$ cat src/shared/pwf_map.svh
`ifndef PWF_MAP_SVH
`define PWF_MAP_SVH

// Register offsets on the local register port
`define PWF_OFS_MODULE_ENABLE   8'hCF
`define PWF_OFS_CONTROL         8'hD2
`define PWF_OFS_PERIOD_LOW      8'hD3
`define PWF_OFS_PERIOD_HIGH     8'hD4
`define PWF_OFS_DUTY_LOW        8'hD5
`define PWF_OFS_DUTY_HIGH       8'hD6
`define PWF_OFS_WRITE_LOCK      8'hE7
`define PWF_OFS_SYS_IRQ_ENABLE  8'hE8

// Control register fields
`define PWF_CTL_IRQ_ENABLE      7
`define PWF_CTL_IRQ_FLAG        6
`define PWF_CTL_FAULT_STATUS    4
`define PWF_CTL_FAULT_LEVEL     3
`define PWF_CTL_POLARITY        2
`define PWF_CTL_PSC_HI          1
`define PWF_CTL_PSC_LO          0

// Module enable register fields
`define PWF_EN_FAULT_DETECT     6
`define PWF_EN_COMPLEMENT       3
`define PWF_EN_PRIMARY          0

// System interrupt enable register field
`define PWF_SYS_IRQ_BIT         0

// Reset values and the unlock key
`define PWF_RST_BYTE            8'h00
`define PWF_UNLOCK_KEY          8'h55

// Prescaler: oscillator clocks per modulator clock, less one
`define PWF_DIV2_M1             4'h1
`define PWF_DIV4_M1             4'h3
`define PWF_DIV8_M1             4'h7
`define PWF_DIV16_M1            4'hF

`endif

$ cat src/shared/pwf_pkg.sv
package pwf_pkg;

  typedef enum logic [1:0] {
    PWF_PSC_DIV2,
    PWF_PSC_DIV4,
    PWF_PSC_DIV8,
    PWF_PSC_DIV16
  } pwf_psc_t;

  // Settings that are latched together at each period boundary
  typedef struct packed {
    logic        polarity;
    pwf_psc_t    prescale;
    logic [11:0] period;
    logic [11:0] duty;
  } pwf_cfg_t;

endpackage : pwf_pkg

$ cat src/rtl/pwf_modulator.sv
`timescale 1ns/1ps
`include "pwf_map.svh"
// Overview of operation
// - Period is a 12-bit value, low byte plus high nibble, in modulator clocks.
// - Duty is a 12-bit value, low byte plus high nibble, in modulator clocks.
// - Clock select divides oscillator clock by 2, 4, 8 or 16 for codes 0..3.
// - Polarity zero: high during duty, low otherwise; polarity one inverts.
// - Period zero: primary output constantly at the polarity level.
// - Period not above duty: primary output constantly at the active level.
// - Polarity, clock select, period, duty writes take effect at the next period start.
// - Period counter overflow sets control bit 6 until software writes zero.
// - Interrupt request needs control bit 7 and the system enable bit.
// - Fault level select zero faults on low pin, one faults on high.
// - Fault sets fault status and holds both outputs inactive until cleared.
// - Clearing fault status fails while the fault level is still present.
// - Inactive state: both outputs low with polarity zero, high with one.
// - Complementary output is the primary waveform inverted, generated in hardware.
// - Complementary output runs on its own enable even without the primary.
// - Fault pin acts only when fault detect is enabled.
// - Enable, control, period and duty writes need the unlock key in the lock.
// - Enable bit 6 fault detect, bit 3 complementary pin, bit 0 primary pin.
// - Clearing the module enable register disables the outputs at once.
module pwf_modulator
  import pwf_pkg::*;
(
  input  wire logic       clk_sys,              // Oscillator clock
  input  wire logic       nrst,                 // Synchronous reset, active low
  input  wire logic [7:0] reg_addr,             // Register address
  input  wire logic [7:0] reg_wdata,            // Register write data
  input  wire logic       reg_wr,               // Write strobe
  input  wire logic       reg_rd,               // Read strobe
  output logic      [7:0] reg_rdata,            // Read data, cycle after strobe
  input  wire logic       fault_pin,            // Fault input pin, asynchronous
  output logic            primary_output,       // Primary modulator output
  output logic            complementary_output, // Complementary modulator output
  output logic            primary_pin_en,       // Primary output routed to its pin
  output logic            complement_pin_en,    // Complementary output routed to its pin
  output logic            irq_req               // Interrupt request to the processor
);

  // Software-visible state
  logic [7:0] write_lock;
  logic       fault_detect_enable;
  logic       complement_output_enable;
  logic       primary_output_enable;
  logic       period_irq_enable;
  logic       period_irq_flag;
  logic       fault_status;
  logic       fault_level_select;
  logic       output_polarity;
  pwf_psc_t   prescaler_select;
  logic [7:0] period_low_byte;
  logic [3:0] period_high_nibble;
  logic [7:0] duty_low_byte;
  logic [3:0] duty_high_nibble;
  logic       system_modulator_irq_enable;

  // Working state
  pwf_cfg_t   act;
  logic [3:0] psc_cnt;
  logic       tick;
  logic [11:0] cnt;
  logic       wrap;
  logic       running;
  logic       raw_level;
  logic       next_primary;
  logic       next_complement;
  logic [2:0] fault_sync;
  logic       fault_level;
  logic       fault_now;
  logic       unlocked;
  logic       wr_ctl;
  logic       wr_en_reg;

  assign unlocked  = (write_lock == `PWF_UNLOCK_KEY);
  assign wr_ctl    = reg_wr && unlocked && (reg_addr == `PWF_OFS_CONTROL);
  assign wr_en_reg = reg_wr && unlocked && (reg_addr == `PWF_OFS_MODULE_ENABLE);
  assign running   = primary_output_enable || complement_output_enable;

  // Lock register is always writable; it guards enable, control, period and duty
  always_ff @(posedge clk_sys) begin
    if (!nrst) begin
      write_lock <= `PWF_RST_BYTE;
    end else if (reg_wr && reg_addr == `PWF_OFS_WRITE_LOCK) begin
      write_lock <= reg_wdata;
    end
  end

  // Module enable register
  always_ff @(posedge clk_sys) begin
    if (!nrst) begin
      fault_detect_enable      <= 1'b0;
      complement_output_enable <= 1'b0;
      primary_output_enable    <= 1'b0;
    end else if (wr_en_reg) begin
      fault_detect_enable      <= reg_wdata[`PWF_EN_FAULT_DETECT];
      complement_output_enable <= reg_wdata[`PWF_EN_COMPLEMENT];
      primary_output_enable    <= reg_wdata[`PWF_EN_PRIMARY];
    end
  end

  // Control register plain fields
  always_ff @(posedge clk_sys) begin
    if (!nrst) begin
      period_irq_enable  <= 1'b0;
      fault_level_select <= 1'b0;
      output_polarity    <= 1'b0;
      prescaler_select   <= PWF_PSC_DIV2;
    end else if (wr_ctl) begin
      period_irq_enable  <= reg_wdata[`PWF_CTL_IRQ_ENABLE];
      fault_level_select <= reg_wdata[`PWF_CTL_FAULT_LEVEL];
      output_polarity    <= reg_wdata[`PWF_CTL_POLARITY];
      prescaler_select   <= pwf_psc_t'(reg_wdata[`PWF_CTL_PSC_HI:`PWF_CTL_PSC_LO]);
    end
  end

  // Period and duty holding registers; settings move to the counter at a wrap
  always_ff @(posedge clk_sys) begin
    if (!nrst) begin
      period_low_byte    <= `PWF_RST_BYTE;
      period_high_nibble <= 4'h0;
      duty_low_byte      <= `PWF_RST_BYTE;
      duty_high_nibble   <= 4'h0;
    end else if (reg_wr && unlocked) begin
      case (reg_addr)
        `PWF_OFS_PERIOD_LOW:  period_low_byte    <= reg_wdata;
        `PWF_OFS_PERIOD_HIGH: period_high_nibble <= reg_wdata[3:0];
        `PWF_OFS_DUTY_LOW:    duty_low_byte      <= reg_wdata;
        `PWF_OFS_DUTY_HIGH:   duty_high_nibble   <= reg_wdata[3:0];
        default: ;
      endcase
    end
  end

  // System-level enable for this interrupt source
  always_ff @(posedge clk_sys) begin
    if (!nrst) begin
      system_modulator_irq_enable <= 1'b0;
    end else if (reg_wr && reg_addr == `PWF_OFS_SYS_IRQ_ENABLE) begin
      system_modulator_irq_enable <= reg_wdata[`PWF_SYS_IRQ_BIT];
    end
  end

  // The divider follows the active setting so a new ratio starts with a new period
  logic [3:0] act_limit;
  always_comb begin
    case (act.prescale)
      PWF_PSC_DIV2:  act_limit = `PWF_DIV2_M1;
      PWF_PSC_DIV4:  act_limit = `PWF_DIV4_M1;
      PWF_PSC_DIV8:  act_limit = `PWF_DIV8_M1;
      PWF_PSC_DIV16: act_limit = `PWF_DIV16_M1;
      default:       act_limit = `PWF_DIV2_M1;
    endcase
  end

  assign tick = running && (psc_cnt >= act_limit);

  always_ff @(posedge clk_sys) begin
    if (!nrst || !running) begin
      psc_cnt <= 4'h0;
    end else if (tick) begin
      psc_cnt <= 4'h0;
    end else begin
      psc_cnt <= psc_cnt + 4'h1;
    end
  end

  // Period counter: 0 .. period-1, a zero period wraps on every tick
  assign wrap = tick && ((act.period == 12'h000) || (cnt >= act.period - 12'h001));

  always_ff @(posedge clk_sys) begin
    if (!nrst || !running) begin
      cnt <= 12'h000;
    end else if (wrap) begin
      cnt <= 12'h000;
    end else if (tick) begin
      cnt <= cnt + 12'h001;
    end
  end

  // While stopped the settings track software directly; while running only at a wrap
  always_ff @(posedge clk_sys) begin
    if (!nrst) begin
      act <= '0;
    end else if (!running || wrap) begin
      act.polarity <= output_polarity;
      act.prescale <= prescaler_select;
      act.period   <= {period_high_nibble, period_low_byte};
      act.duty     <= {duty_high_nibble, duty_low_byte};
    end
  end

  // Overflow flag: the hardware set wins over a software clear in the same cycle
  always_ff @(posedge clk_sys) begin
    if (!nrst) begin
      period_irq_flag <= 1'b0;
    end else if (wrap) begin
      period_irq_flag <= 1'b1;
    end else if (wr_ctl && !reg_wdata[`PWF_CTL_IRQ_FLAG]) begin
      period_irq_flag <= 1'b0;
    end
  end

  always_ff @(posedge clk_sys) begin
    if (!nrst) begin
      irq_req <= 1'b0;
    end else begin
      irq_req <= period_irq_flag && period_irq_enable && system_modulator_irq_enable;
    end
  end

  // Fault pin synchroniser; a level counts once stages two and three agree
  always_ff @(posedge clk_sys) begin
    if (!nrst) begin
      fault_sync <= 3'b000;
    end else begin
      fault_sync <= {fault_sync[1:0], fault_pin};
    end
  end

  always_ff @(posedge clk_sys) begin
    if (!nrst) begin
      fault_level <= 1'b1;
    end else if (fault_sync[1] == fault_sync[2]) begin
      fault_level <= fault_sync[1];
    end
  end

  // Reset value of the filtered level is high, so level-low select sees no fault at start
  assign fault_now = fault_detect_enable &&
                     (fault_level == fault_level_select);

  always_ff @(posedge clk_sys) begin
    if (!nrst) begin
      fault_status <= 1'b0;
    end else if (fault_now) begin
      fault_status <= 1'b1;
    end else if (wr_ctl && !reg_wdata[`PWF_CTL_FAULT_STATUS]) begin
      fault_status <= 1'b0;
    end
  end

  // Waveform, before polarity
  always_comb begin
    if (act.period == 12'h000) begin
      raw_level = 1'b0;
    end else if (act.period <= act.duty) begin
      raw_level = 1'b1;
    end else begin
      raw_level = (cnt < act.duty);
    end
  end

  // Inactive level equals the polarity bit on both outputs
  always_comb begin
    next_primary    = act.polarity;
    next_complement = act.polarity;
    if (!fault_status) begin
      if (primary_output_enable) begin
        next_primary = raw_level ^ act.polarity;
      end
      if (complement_output_enable) begin
        next_complement = ~raw_level ^ act.polarity;
      end
    end
  end

  always_ff @(posedge clk_sys) begin
    if (!nrst) begin
      primary_output       <= 1'b0;
      complementary_output <= 1'b0;
      primary_pin_en       <= 1'b0;
      complement_pin_en    <= 1'b0;
    end else begin
      primary_output       <= next_primary;
      complementary_output <= next_complement;
      primary_pin_en       <= primary_output_enable;
      complement_pin_en    <= complement_output_enable;
    end
  end

  // Read port; unmapped addresses read zero
  always_ff @(posedge clk_sys) begin
    if (!nrst) begin
      reg_rdata <= `PWF_RST_BYTE;
    end else if (reg_rd) begin
      case (reg_addr)
        `PWF_OFS_MODULE_ENABLE:
          reg_rdata <= {1'b0, fault_detect_enable, 2'b00, complement_output_enable,
                        2'b00, primary_output_enable};
        `PWF_OFS_CONTROL:
          reg_rdata <= {period_irq_enable, period_irq_flag, 1'b0, fault_status,
                        fault_level_select, output_polarity, prescaler_select};
        `PWF_OFS_PERIOD_LOW:     reg_rdata <= period_low_byte;
        `PWF_OFS_PERIOD_HIGH:    reg_rdata <= {4'h0, period_high_nibble};
        `PWF_OFS_DUTY_LOW:       reg_rdata <= duty_low_byte;
        `PWF_OFS_DUTY_HIGH:      reg_rdata <= {4'h0, duty_high_nibble};
        `PWF_OFS_WRITE_LOCK:     reg_rdata <= write_lock;
        `PWF_OFS_SYS_IRQ_ENABLE: reg_rdata <= {7'h00, system_modulator_irq_enable};
        default:                 reg_rdata <= `PWF_RST_BYTE;
      endcase
    end else begin
      reg_rdata <= `PWF_RST_BYTE;
    end
  end
endmodule : pwf_modulator

$ cat config.mk
export PLATFORM = sky130hd
export DESIGN_NAME = pwf_modulator
export DESIGN_NICKNAME = d
export VERILOG_FILES = /design/src/shared/pwf_pkg.sv /design/src/rtl/pwf_modulator.sv
export VERILOG_INCLUDE_DIRS = /design/src /design/src/shared
export SDC_FILE = /design/constraint.sdc
export NUM_CORES = 1
export LEC_CHECK = 0
export ABC_AREA = 1
export BUFFER_PORTS_ARGS = -buffer_cell sky130_fd_sc_hd__buf_2
export CELL_PAD_IN_SITES_DETAIL_PLACEMENT = 0
export CELL_PAD_IN_SITES_GLOBAL_PLACEMENT = 1
export CORE_MARGIN = 3
export CORE_UTILIZATION = 44
export CTS_CLUSTER_DIAMETER = 100
export DETAILED_ROUTE_END_ITERATION = 16
export HOLD_SLACK_MARGIN = 0.08
export PLACE_DENSITY = 0.85
export SYNTH_ARGS = -nofsm -noshare
export SYNTH_HDL_FRONTEND = slang
export SYNTH_SLANG_ARGS = --single-unit
$ cat constraint.sdc
create_clock -name clk_sys -period 3.3 [get_ports clk_sys]
set_input_delay 0.825 -clock clk_sys [delete_from_list [all_inputs] [get_ports clk_sys]]
set_output_delay 0.825 -clock clk_sys [all_outputs]
set_load 0.01 [all_outputs]
* Word-level counts from Yosys, hierarchy flattened
Index checks and enable logic that the tools add are counted.
** Operators by class
- Mux-type cells :: 12
- Bitwise gates (word level) :: 3
- Equal/unequal tests :: 14
- Reduce and logical (&&, ||, !) cells :: 31
- Magnitude comparators :: 4
- Add/subtract/negate cells :: 3
** Operators with widths (count)
- $eq A8 B8 Y1 const B :: 8
- $pmux W8 S8 :: 1
- $pmux W4 S4 :: 1
- $add A12 B1 Y12 const B :: 1
- $ge A12 B12 Y1 :: 1
- $le A12 B12 Y1 :: 1
- $logic_and A1 B1 Y1 :: 12
- $logic_not A12 Y1 :: 1
- $lt A12 B12 Y1 :: 1
- $sub A12 B1 Y12 const B :: 1
- $mux W1 :: 10
- $reduce_and A2 Y1 :: 5
- $eq A8 B7 Y1 const B :: 1
- $add A4 B1 Y4 const B :: 1
- $eq A2 B2 Y1 const B :: 2
- $ge A4 B4 Y1 :: 1
- $logic_not A1 Y1 :: 4
- $logic_or A1 B1 Y1 :: 4
- $reduce_bool A2 Y1 :: 2
- $reduce_or A2 Y1 :: 2
- $eq A1 B1 Y1 :: 2
- $eq A2 B1 Y1 const B :: 1
- $logic_not A2 Y1 :: 1
- $xor A1 B1 Y1 :: 2
- $not A1 Y1 :: 1
** Word-level totals
- Output and inout bits :: 13
- Register bits :: 103
- Logic and storage cells :: 96
- Bits of input ports :: 21

* Longest topological paths before layout
Gate-level depths: netlist (run 1).
- Word-level depth :: 7
- Depth in mapped cells :: 20
- Mapped depth without buffers :: 18

* Worst setup path after synthesis (run 1)
Ideal clock, no wire load.
- Path type :: reg-to-reg
- Start point :: reg act[14] in the netlist's numbering
- End point :: reg act[10] in the netlist's numbering
- Data required time :: 3185 ps
- Buffers on the path :: 2
- Stages on the path, launching flop included :: 20
- Arrival :: 2284 ps
- Library setup time :: 115 ps
- Path slack :: 901 ps
- Cell sequence :: dfxtp_1 -> nor2_1 -> nand2_1 -> nor2_1 -> nand2_1 -> inv_1 -> nand3_1 -> xor2_1 -> ha_1 -> nand2_1 -> nor2_1 -> nand2_1 -> nor2_1 -> nand2_1 -> nand4_1 -> nand2_1 -> buf_6 -> buf_6 -> a21oi_1 -> nor2_1
** Between the ends
- Cells in the longest elaborated chain, start to end :: 5
- Elaborated cells on any way between the ends :: 6
** RTL lines
- start: declaration :: line pwf_modulator.sv:59 : pwf_cfg_t act;
- $sub A12 B1 Y12 :: line pwf_modulator.sv:169 : assign wrap = tick && ((act.period == 12'h000) || (cnt >= act.period - 12'h001));
- $ge A12 B12 Y1 :: line pwf_modulator.sv:169
- $logic_or A1 B1 Y1 (*) :: line pwf_modulator.sv:169
- $logic_and A1 B1 Y1 (*) :: line pwf_modulator.sv:169
- $logic_or A1 B1 Y1 (*) :: line pwf_modulator.sv:185 : end else if (!running || wrap) begin
Mark *: on every way between the ends. The rest lies on a longest branch, timed or not.
A chain may end at the register's enable or synchronous reset.

* Final worst setup path (run 1)
- Start point :: reg act[14] in the netlist's numbering
- End point :: reg act[25] in the netlist's numbering
The elaborated chain is that of the path after synthesis.

==> impl_results.md, run 1 <==
- Die width: 118 µm
- Clock Latency Late Sink: 0.35 ns
- Final min period: 2.90 ns
- 1st-iter DRT viols: 364
- Register area share after synthesis: 37.1%
- Final setup fails: 0
- Num Clock Sinks: 103
- Ys Warns: 0
- Syn nets: 858
- Most used DFF post-synth: dfxtp_1
- Post-route antenna net violation count: 0
- Worst setup SP type: flop
- Via count: 5136
- Largest delay share family, worst path: simple AND/OR/NAND/NOR gates
- Die Footprint: 14000 µm²
- Diode count: 0
- Worst-Margin Slew: 0.691 ns
- Worst-path clk slew: 0.07 ns
- Row count: 40
- First-pass DRT Iterations: 5
- Routability cong.: 0.893
- Min-delay src: fault_sync[0]
- CP Capture Type: flop
- Worst reg2reg endpoint: act[25]
- Main combinational cell family by area after synthesis: simple AND/OR/NAND/NOR gates
- Simple-gate share of the synthesized area: 27.5%
- Critical path, cell by cell: nor2_1, nand2_1, nor2_1, nand2_1, inv_1, nand3_1, xor2_1, ha_1, a21oi_1, o21ai_0, a21oi_1, nand4_1, nand2_1, buf_4, nand3_1, nand2_1, nor2_1
- Mux share of post-synthesis cell area: 0%
- Global-route wire length before repair: 24200 µm
- Avg Cell Area, Syn: 6.98 µm²
- Synth top area share: 37.1%
- Most used cell, CP: nand2_1
- Hpwl dp: 11000 µm
- Post-synthesis register bit count: 103
- Most frequent cells in the layout: nand2_1, nor2_1, dfxtp_1, inv_1, a21oi_1
- PostCTS Resize Cnt: 0
- WHS Endpoint: fault_sync[1]
- Layout Nets: 885
- Maximum vdd drop: 0.362 mV
- Final instance area: 6130 µm²
- Clk buf depth: 2
- # Max-Cap Violations: 0
- Area Overhead vs Synth: 10.3%
- I/O pin cnt: 34
- Netlist cell types: 31
- Worst-path fanout max: 55
- Crit Reg-Reg Startpoint: act[14]
- Fraction of layout cells with a size suffix above 1: 8.36%
- Largest net degree at the start of global routing: 56
- Synth Area in Compound Gates: 13.9%
- Buf/Inv on CP: 2
- Vias in the first global route: 4951
- # H-tree levels: 3
- Initial Utilization: 45.7%
- Hold Fails Final Rpt: 0
- TritonCTS clock tree: yes
- Initial antenna violation count: 0
- Overflow after GRT: 0
- RSZ-0062 raised after global routing: false
- Synth Area in Adders: 9.46%
- Synth Instances: 795
- Number of flops mapped to enable cells by yosys: 0
- Critical path type: reg -> reg
- CTS Buf Count: 9
- Height of the die: 118 µm
- Worst min-delay path class: reg -> reg
- Worst stage delay on the critical path: 0.46 ns
- Post-CTS setup buffer count: 0
- Skew final: 0.00984 ns
- Drt total wl: 14700 µm
- F_max: 0.344 GHz
- Power Dens Cells: 389 nW/µm²
- Crit-path slowest cell: buf_4
- # hold bufs at CTS: 0
- Final Max Tran Viols: 0
- Core Box Area: 12200 µm²
- FF-to-FF path depth: 17
- Leading cell type in the layout, fill and taps excluded: nand2_1
- Worst Hold Depth: 2
- Synth top area cells: dfxtp_1, nand2_1, ha_1, a21oi_1, nor2_1
- Average via count per standard cell: 5.17
- Port bufs: 33
- Remaining routing DRC violations: 0
- Final setup TNS: 0 ns
- Total Routing Usage GR: 21.5%
- Ys async rst share: 0%
- Max-slew headroom: 53.5%
- CTS Root Cell: clkbuf_16
- Pleak: 2.68 nW
- CP arrival: 3.14 ns
- Xor-xnor portion of the synthesized cell area: 2.68%
- Worst path required time: 3.54 ns
- Fin crit share: 88.0%
- DR WL/cell: 14.8 µm
- Cell Area, Synth: 5550 µm²
- Area leader, netlist: dfxtp_1
- Flop-to-flop setup slack: 0.40 ns
- Outcome: finished clean
- Placed Area: 5840 µm²
-- report_power, final --
group,internal [mW],switching (mW)
clock,0.603,0.463
combinational,0.0221,0.0493
sequential,1.24,0.00162
total,1.87,0.514
-- registers in the layout, indices dropped and copies added (netlist names), 2 cells and up --
register            flops
period_high_nibble      4
duty_high_nibble        4
prescaler_select        2
duty_low_byte           8
period_low_byte         8
cnt                    12
write_lock              8
act                    27
fault_sync              3
psc_cnt                 4
reg_rdata               8
-- kinds of logic after synthesis --
logic type | after synthesis
XOR/XNOR | 17
buffers and inverters | 122
flip-flops | 103
AO/OA/AOI/OAI | 148
adder cells (fa/ha/maj) | 42
AND/OR/NAND/NOR | 363
-- routing by layer --
metal,wire length [µm],global-route usage (%)
met3,701,4.88
met2,6940,35.8
met1,6570,26.8
met4,453,8.86
met5,0,0
-- cell type report --
cell class | count | area [µm²]
multi-input cells | 570 | 2970
clock inverters | 3 | 43.8
clock buffers | 11 | 243
fillers | 1267 | 6030
well taps | 168 | 210
flip-flops and latches | 103 | 2060
repair buffers | 43 | 240
inverters | 95 | 357
-- synth_stat cells, drive strengths merged, types with 9 or more instances --
master    n
nand2   163
nor2    122
dfxtp   103
inv      95
a21oi    90
nand3    54
o21ai    46
ha       42
buf      18
xor2     14
nand4    12
clkbuf    9
-- worst register-to-register path: cells and delay by family, from the launching register on --
kind,cells,cell delay (ns)
buf+inv,2,0.57
flops,1,0.36
xor+xnor,1,0.16
compound gates,3,0.32
simple gates,10,1.08
fa+ha+maj,1,0.30
-- per-stage QoR --
stage | hold WS (ns) | cells | setup WS (ns) | total power, mW | utilization [%]
final | 0.428 | 993 | 0.397 | 2.38 | 50.4
after global routing | 0.441 | 993 | 0.0425 | 2.46 | 50.4
after CTS | 0.430 | 993 | 0.397 | 2.40 | 50.4
after detailed placement | 0.417 | 979 | 0.431 | 1.35 | 48.0
after global placement | 0.406 | 979 | 0.537 | 1.34 | 48.0
after floorplan | 0.390 | 795 | 0.901 | 1.31 | -
-- how the worst max path moves through the flow --
stage | from | to | slack, ns | depth (start not counted)
after floorplan | act[14] | act[10] | 0.90 | 19
after global placement | act[12] | act[19] | 0.54 | 18
after detailed placement | act[14] | act[19] | 0.43 | 18
after CTS | act[14] | act[19] | 0.40 | 18
after global routing | act[14] | act[14] | 0.04 | 17
final | act[14] | act[25] | 0.40 | 17
Note: power is estimated with default switching activity, not from simulation.
==> inputs of run 2 (changes only) <==
Settings changed: CORE_UTILIZATION 44 to 46, CTS_BUF_LIST set to sky130_fd_sc_hd__clkbuf_4, PLACE_DENSITY 0.85 to 0.88.
==> run 2 against run 1 <==
  * Via count shrank 1.2%
  * Count of clock-buffer cells in the layout fell by 2
  * Power fell by 12%
  * Die area down 4.1%
  * Sequential share of layout area rose by 0.81 points
  * Sequential power barely moved
  * Fmax fell by 0.35%
  * Critical path depth up 2
==> impl_results.md, run 2 (synthesized netlist as in run 1, its figures left out) <==
- Outcome: finished clean (unchanged)
- Flop pwr share: 59.8% (was 52.3%)
- CP arrival: 3.27 ns (was 3.14 ns)
- Skew final: 0.0201 ns (was 0.00984 ns)
- Hpwl dp: 10600 µm (was 11000 µm)
- Vias in the first global route: 4822 (was 4951)
- CTS Buf Count: 9 (unchanged)
- # H-tree levels: 3 (unchanged)
- Sw Share: 24.0% (was 21.6%)
- Row count: 39 (was 40)
- Via count: 5076 (was 5136)
- CTS Root Cell: clkbuf_4 (was clkbuf_16)
- Die width: 116 µm (was 118 µm)
- Hold Fails Final Rpt: 0 (unchanged)
- Average via count per standard cell: 5.24 (was 5.17)
- Largest delay share family, worst path: simple AND/OR/NAND/NOR gates (unchanged)
- Worst-path clk slew: 0.17 ns (was 0.07 ns)
- Final worst setup slack: 0.387 ns (was 0.397 ns)
- Final min period: 2.91 ns (was 2.90 ns)
- Largest registers: act (27), cnt (12) (unchanged)
- Layout Nets: 884 (was 885)
- Remaining routing DRC violations: 0 (unchanged)
- Final setup TNS: 0 ns (unchanged)
- 1st-iter DRT viols: 307 (was 364)
- Clk pwr share: 36.8% (was 44.7%)
- Crit-path slowest cell: dfxtp_1 (was buf_4)
- Post-CTS setup buffer count: 0 (unchanged)
- Drt total wl: 14000 µm (was 14700 µm)
- Global-route wire length before repair: 23600 µm (was 24200 µm)
- Maximum vdd drop: 0.243 mV (was 0.362 mV)
- CP Capture Type: flop (unchanged)
- Worst min-delay path class: reg -> reg (unchanged)
- Height of the die: 116 µm (was 118 µm)
- Num Clock Sinks: 103 (unchanged)
- Most frequent cells in the layout: nand2_1, nor2_1, dfxtp_1, inv_1, a21oi_1 (unchanged)
- Top reg by flops: act (unchanged)
- Clk buf depth: 2 (unchanged)
- Post-Place Setup Slack: 0.450 ns (was 0.431 ns)
- Final Max Tran Viols: 0 (unchanged)
- Worst-path fanout max: 56 (was 55)
- Overflow after GRT: 0 (unchanged)
- I/O pin cnt: 34 (unchanged)
- F_max: 0.343 GHz (was 0.344 GHz)
- Diode count: 0 (unchanged)
- Worst path required time: 3.66 ns (was 3.54 ns)
- Buf/Inv on CP: 3 (was 2)
- Fin crit share: 88.3% (was 88.0%)
- DR WL/cell: 14.5 µm (was 14.8 µm)
- Die Footprint: 13400 µm² (was 14000 µm²)
- Post-route antenna net violation count: 0 (unchanged)
- Comb power frac: 3.4% (was 3.0%)
- Worst-Margin Slew: 0.654 ns (was 0.691 ns)
- Critical path, cell by cell: nor2_1, nand2_1, nor2_1, nand2_1, inv_1, nand3_1, xor2_1, ha_1, nand2_1, nor2_1, nand2_1, nor2_1, nand2_1, nand4_1, nand2_1, buf_12, o21ai_0, buf_4, nor2_1 (was nor2_1, nand2_1, nor2_1, nand2_1, inv_1, nand3_1, xor2_1, ha_1, a21oi_1, o21ai_0, a21oi_1, nand4_1, nand2_1, buf_4, nand3_1, nand2_1, nor2_1)
- # hold bufs at CTS: 0 (unchanged)
- Total Routing Usage GR: 22.1% (was 21.5%)
- Fillers: 1216 (was 1267)
- Number of flip-flops in the largest register: 27 (unchanged)
- Initial Utilization: 47.8% (was 45.7%)
- Area Overhead vs Synth: 7.75% (was 10.3%)
- Largest net degree at the start of global routing: 57 (was 56)
- Leading cell type in the layout, fill and taps excluded: nand2_1 (unchanged)
- RSZ-0062 raised after global routing: false (unchanged)
- Core Box Area: 11600 µm² (was 12200 µm²)
- TritonCTS clock tree: yes (unchanged)
- Internal: 1.59 mW (was 1.87 mW)
- Final setup fails: 0 (unchanged)
- First-pass DRT Iterations: 5 (unchanged)
- Switching power: 0.502 mW (was 0.514 mW)
- Clock Latency Late Sink: 0.47 ns (was 0.35 ns)
- Most used cell, CP: nand2_1 (unchanged)
- Storage cell area: 2060 µm² (unchanged)
- Critical path type: reg -> reg (unchanged)
- Area of the multi-input gates: 2970 µm² (unchanged)
- Worst setup SP type: flop (unchanged)
- Routability cong.: 0.864 (was 0.893)
- PostCTS Resize Cnt: 0 (unchanged)
- # Max-Cap Violations: 0 (unchanged)
- Power Dens Cells: 349 nW/µm² (was 389 nW/µm²)
- Pleak: 2.62 nW (was 2.68 nW)
- Worst stage delay on the critical path: 0.41 ns (was 0.46 ns)
- Initial antenna violation count: 0 (unchanged)
- Max-slew headroom: 56.0% (was 53.5%)
- Fraction of layout cells with a size suffix above 1: 8.60% (was 8.36%)
- Port bufs: 33 (unchanged)
[run 2: changes by cell type in the layout (fill, tap and decap cells not counted), sizes merged]
| cell | before | now |
|---|---|---|
| clkbuf | 11 | 9 |
| buf | 43 | 42 |
| bufinv | 1 | 2 |
| clkinvlp | 0 | 1 |
| inv | 96 | 98 |
[run 2: worst paths after layout]
path | start | endpoint | slack, ns | cells past startpoint
max reg2reg | act[14] | cnt[9] | 0.39 | 19
min reg2reg | fault_sync[0] | fault_sync[1] | 0.44 | 2
max | act[14] | cnt[9] | 0.39 | 19
min | fault_sync[0] | fault_sync[1] | 0.44 | 2
[run 2: power groups by stage]
stage               combinational [mW]  clock, mW  sequential (mW)
floorplan                       0.0387          0             1.27
global placement                0.0685          0             1.27
detailed placement              0.0699          0             1.27
CTS                             0.0701      0.777             1.25
global route                    0.0798      0.831             1.25
finish                          0.0708      0.768             1.25
[run 2: final cells by class]
cell class	count	share of cell area, %
Clock buffer	9	1.13
Tap cell	143	2.99
Timing Repair Buffer	42	4.10
Multi-Input combinational cell	570	49.7
Inverter	95	5.96
Sequential cell	103	34.5
Clock inverter	7	1.69
[run 2: worst min-delay path: cells and delay by family, from the launching register on]
kind | cells | cell delay [ns]
flops | 1 | 0.33
buf+inv | 1 | 0.03
simple gates | 1 | 0.06
[run 2: through the flow]
| stage | utilization, % | total power, mW | std cells | cell area (µm²) | hold slack (ns) |
|---|---|---|---|---|---|
| 2_1_floorplan | - | 1.31 | 795 | 5550 | 0.390 |
| 3_3_place_gp | 50.1 | 1.34 | 953 | 5810 | 0.407 |
| 3_5_place_dp | 50.1 | 1.34 | 953 | 5810 | 0.409 |
| 4_1_cts | 51.5 | 2.10 | 969 | 5980 | 0.442 |
| 5_1_grt | 51.5 | 2.16 | 969 | 5980 | 0.462 |
| 6_report | 51.5 | 2.09 | 969 | 5980 | 0.438 |
[run 2: per-layer routing]
metal	up-vias	GRT usage (%)	part of all wire [%]
met5	-	0	0
met4	0	5.96	2.0
met3	19	4.18	3.2
met2	93	37.1	47
met1	2331	29.1	47
li1	2633	-	-
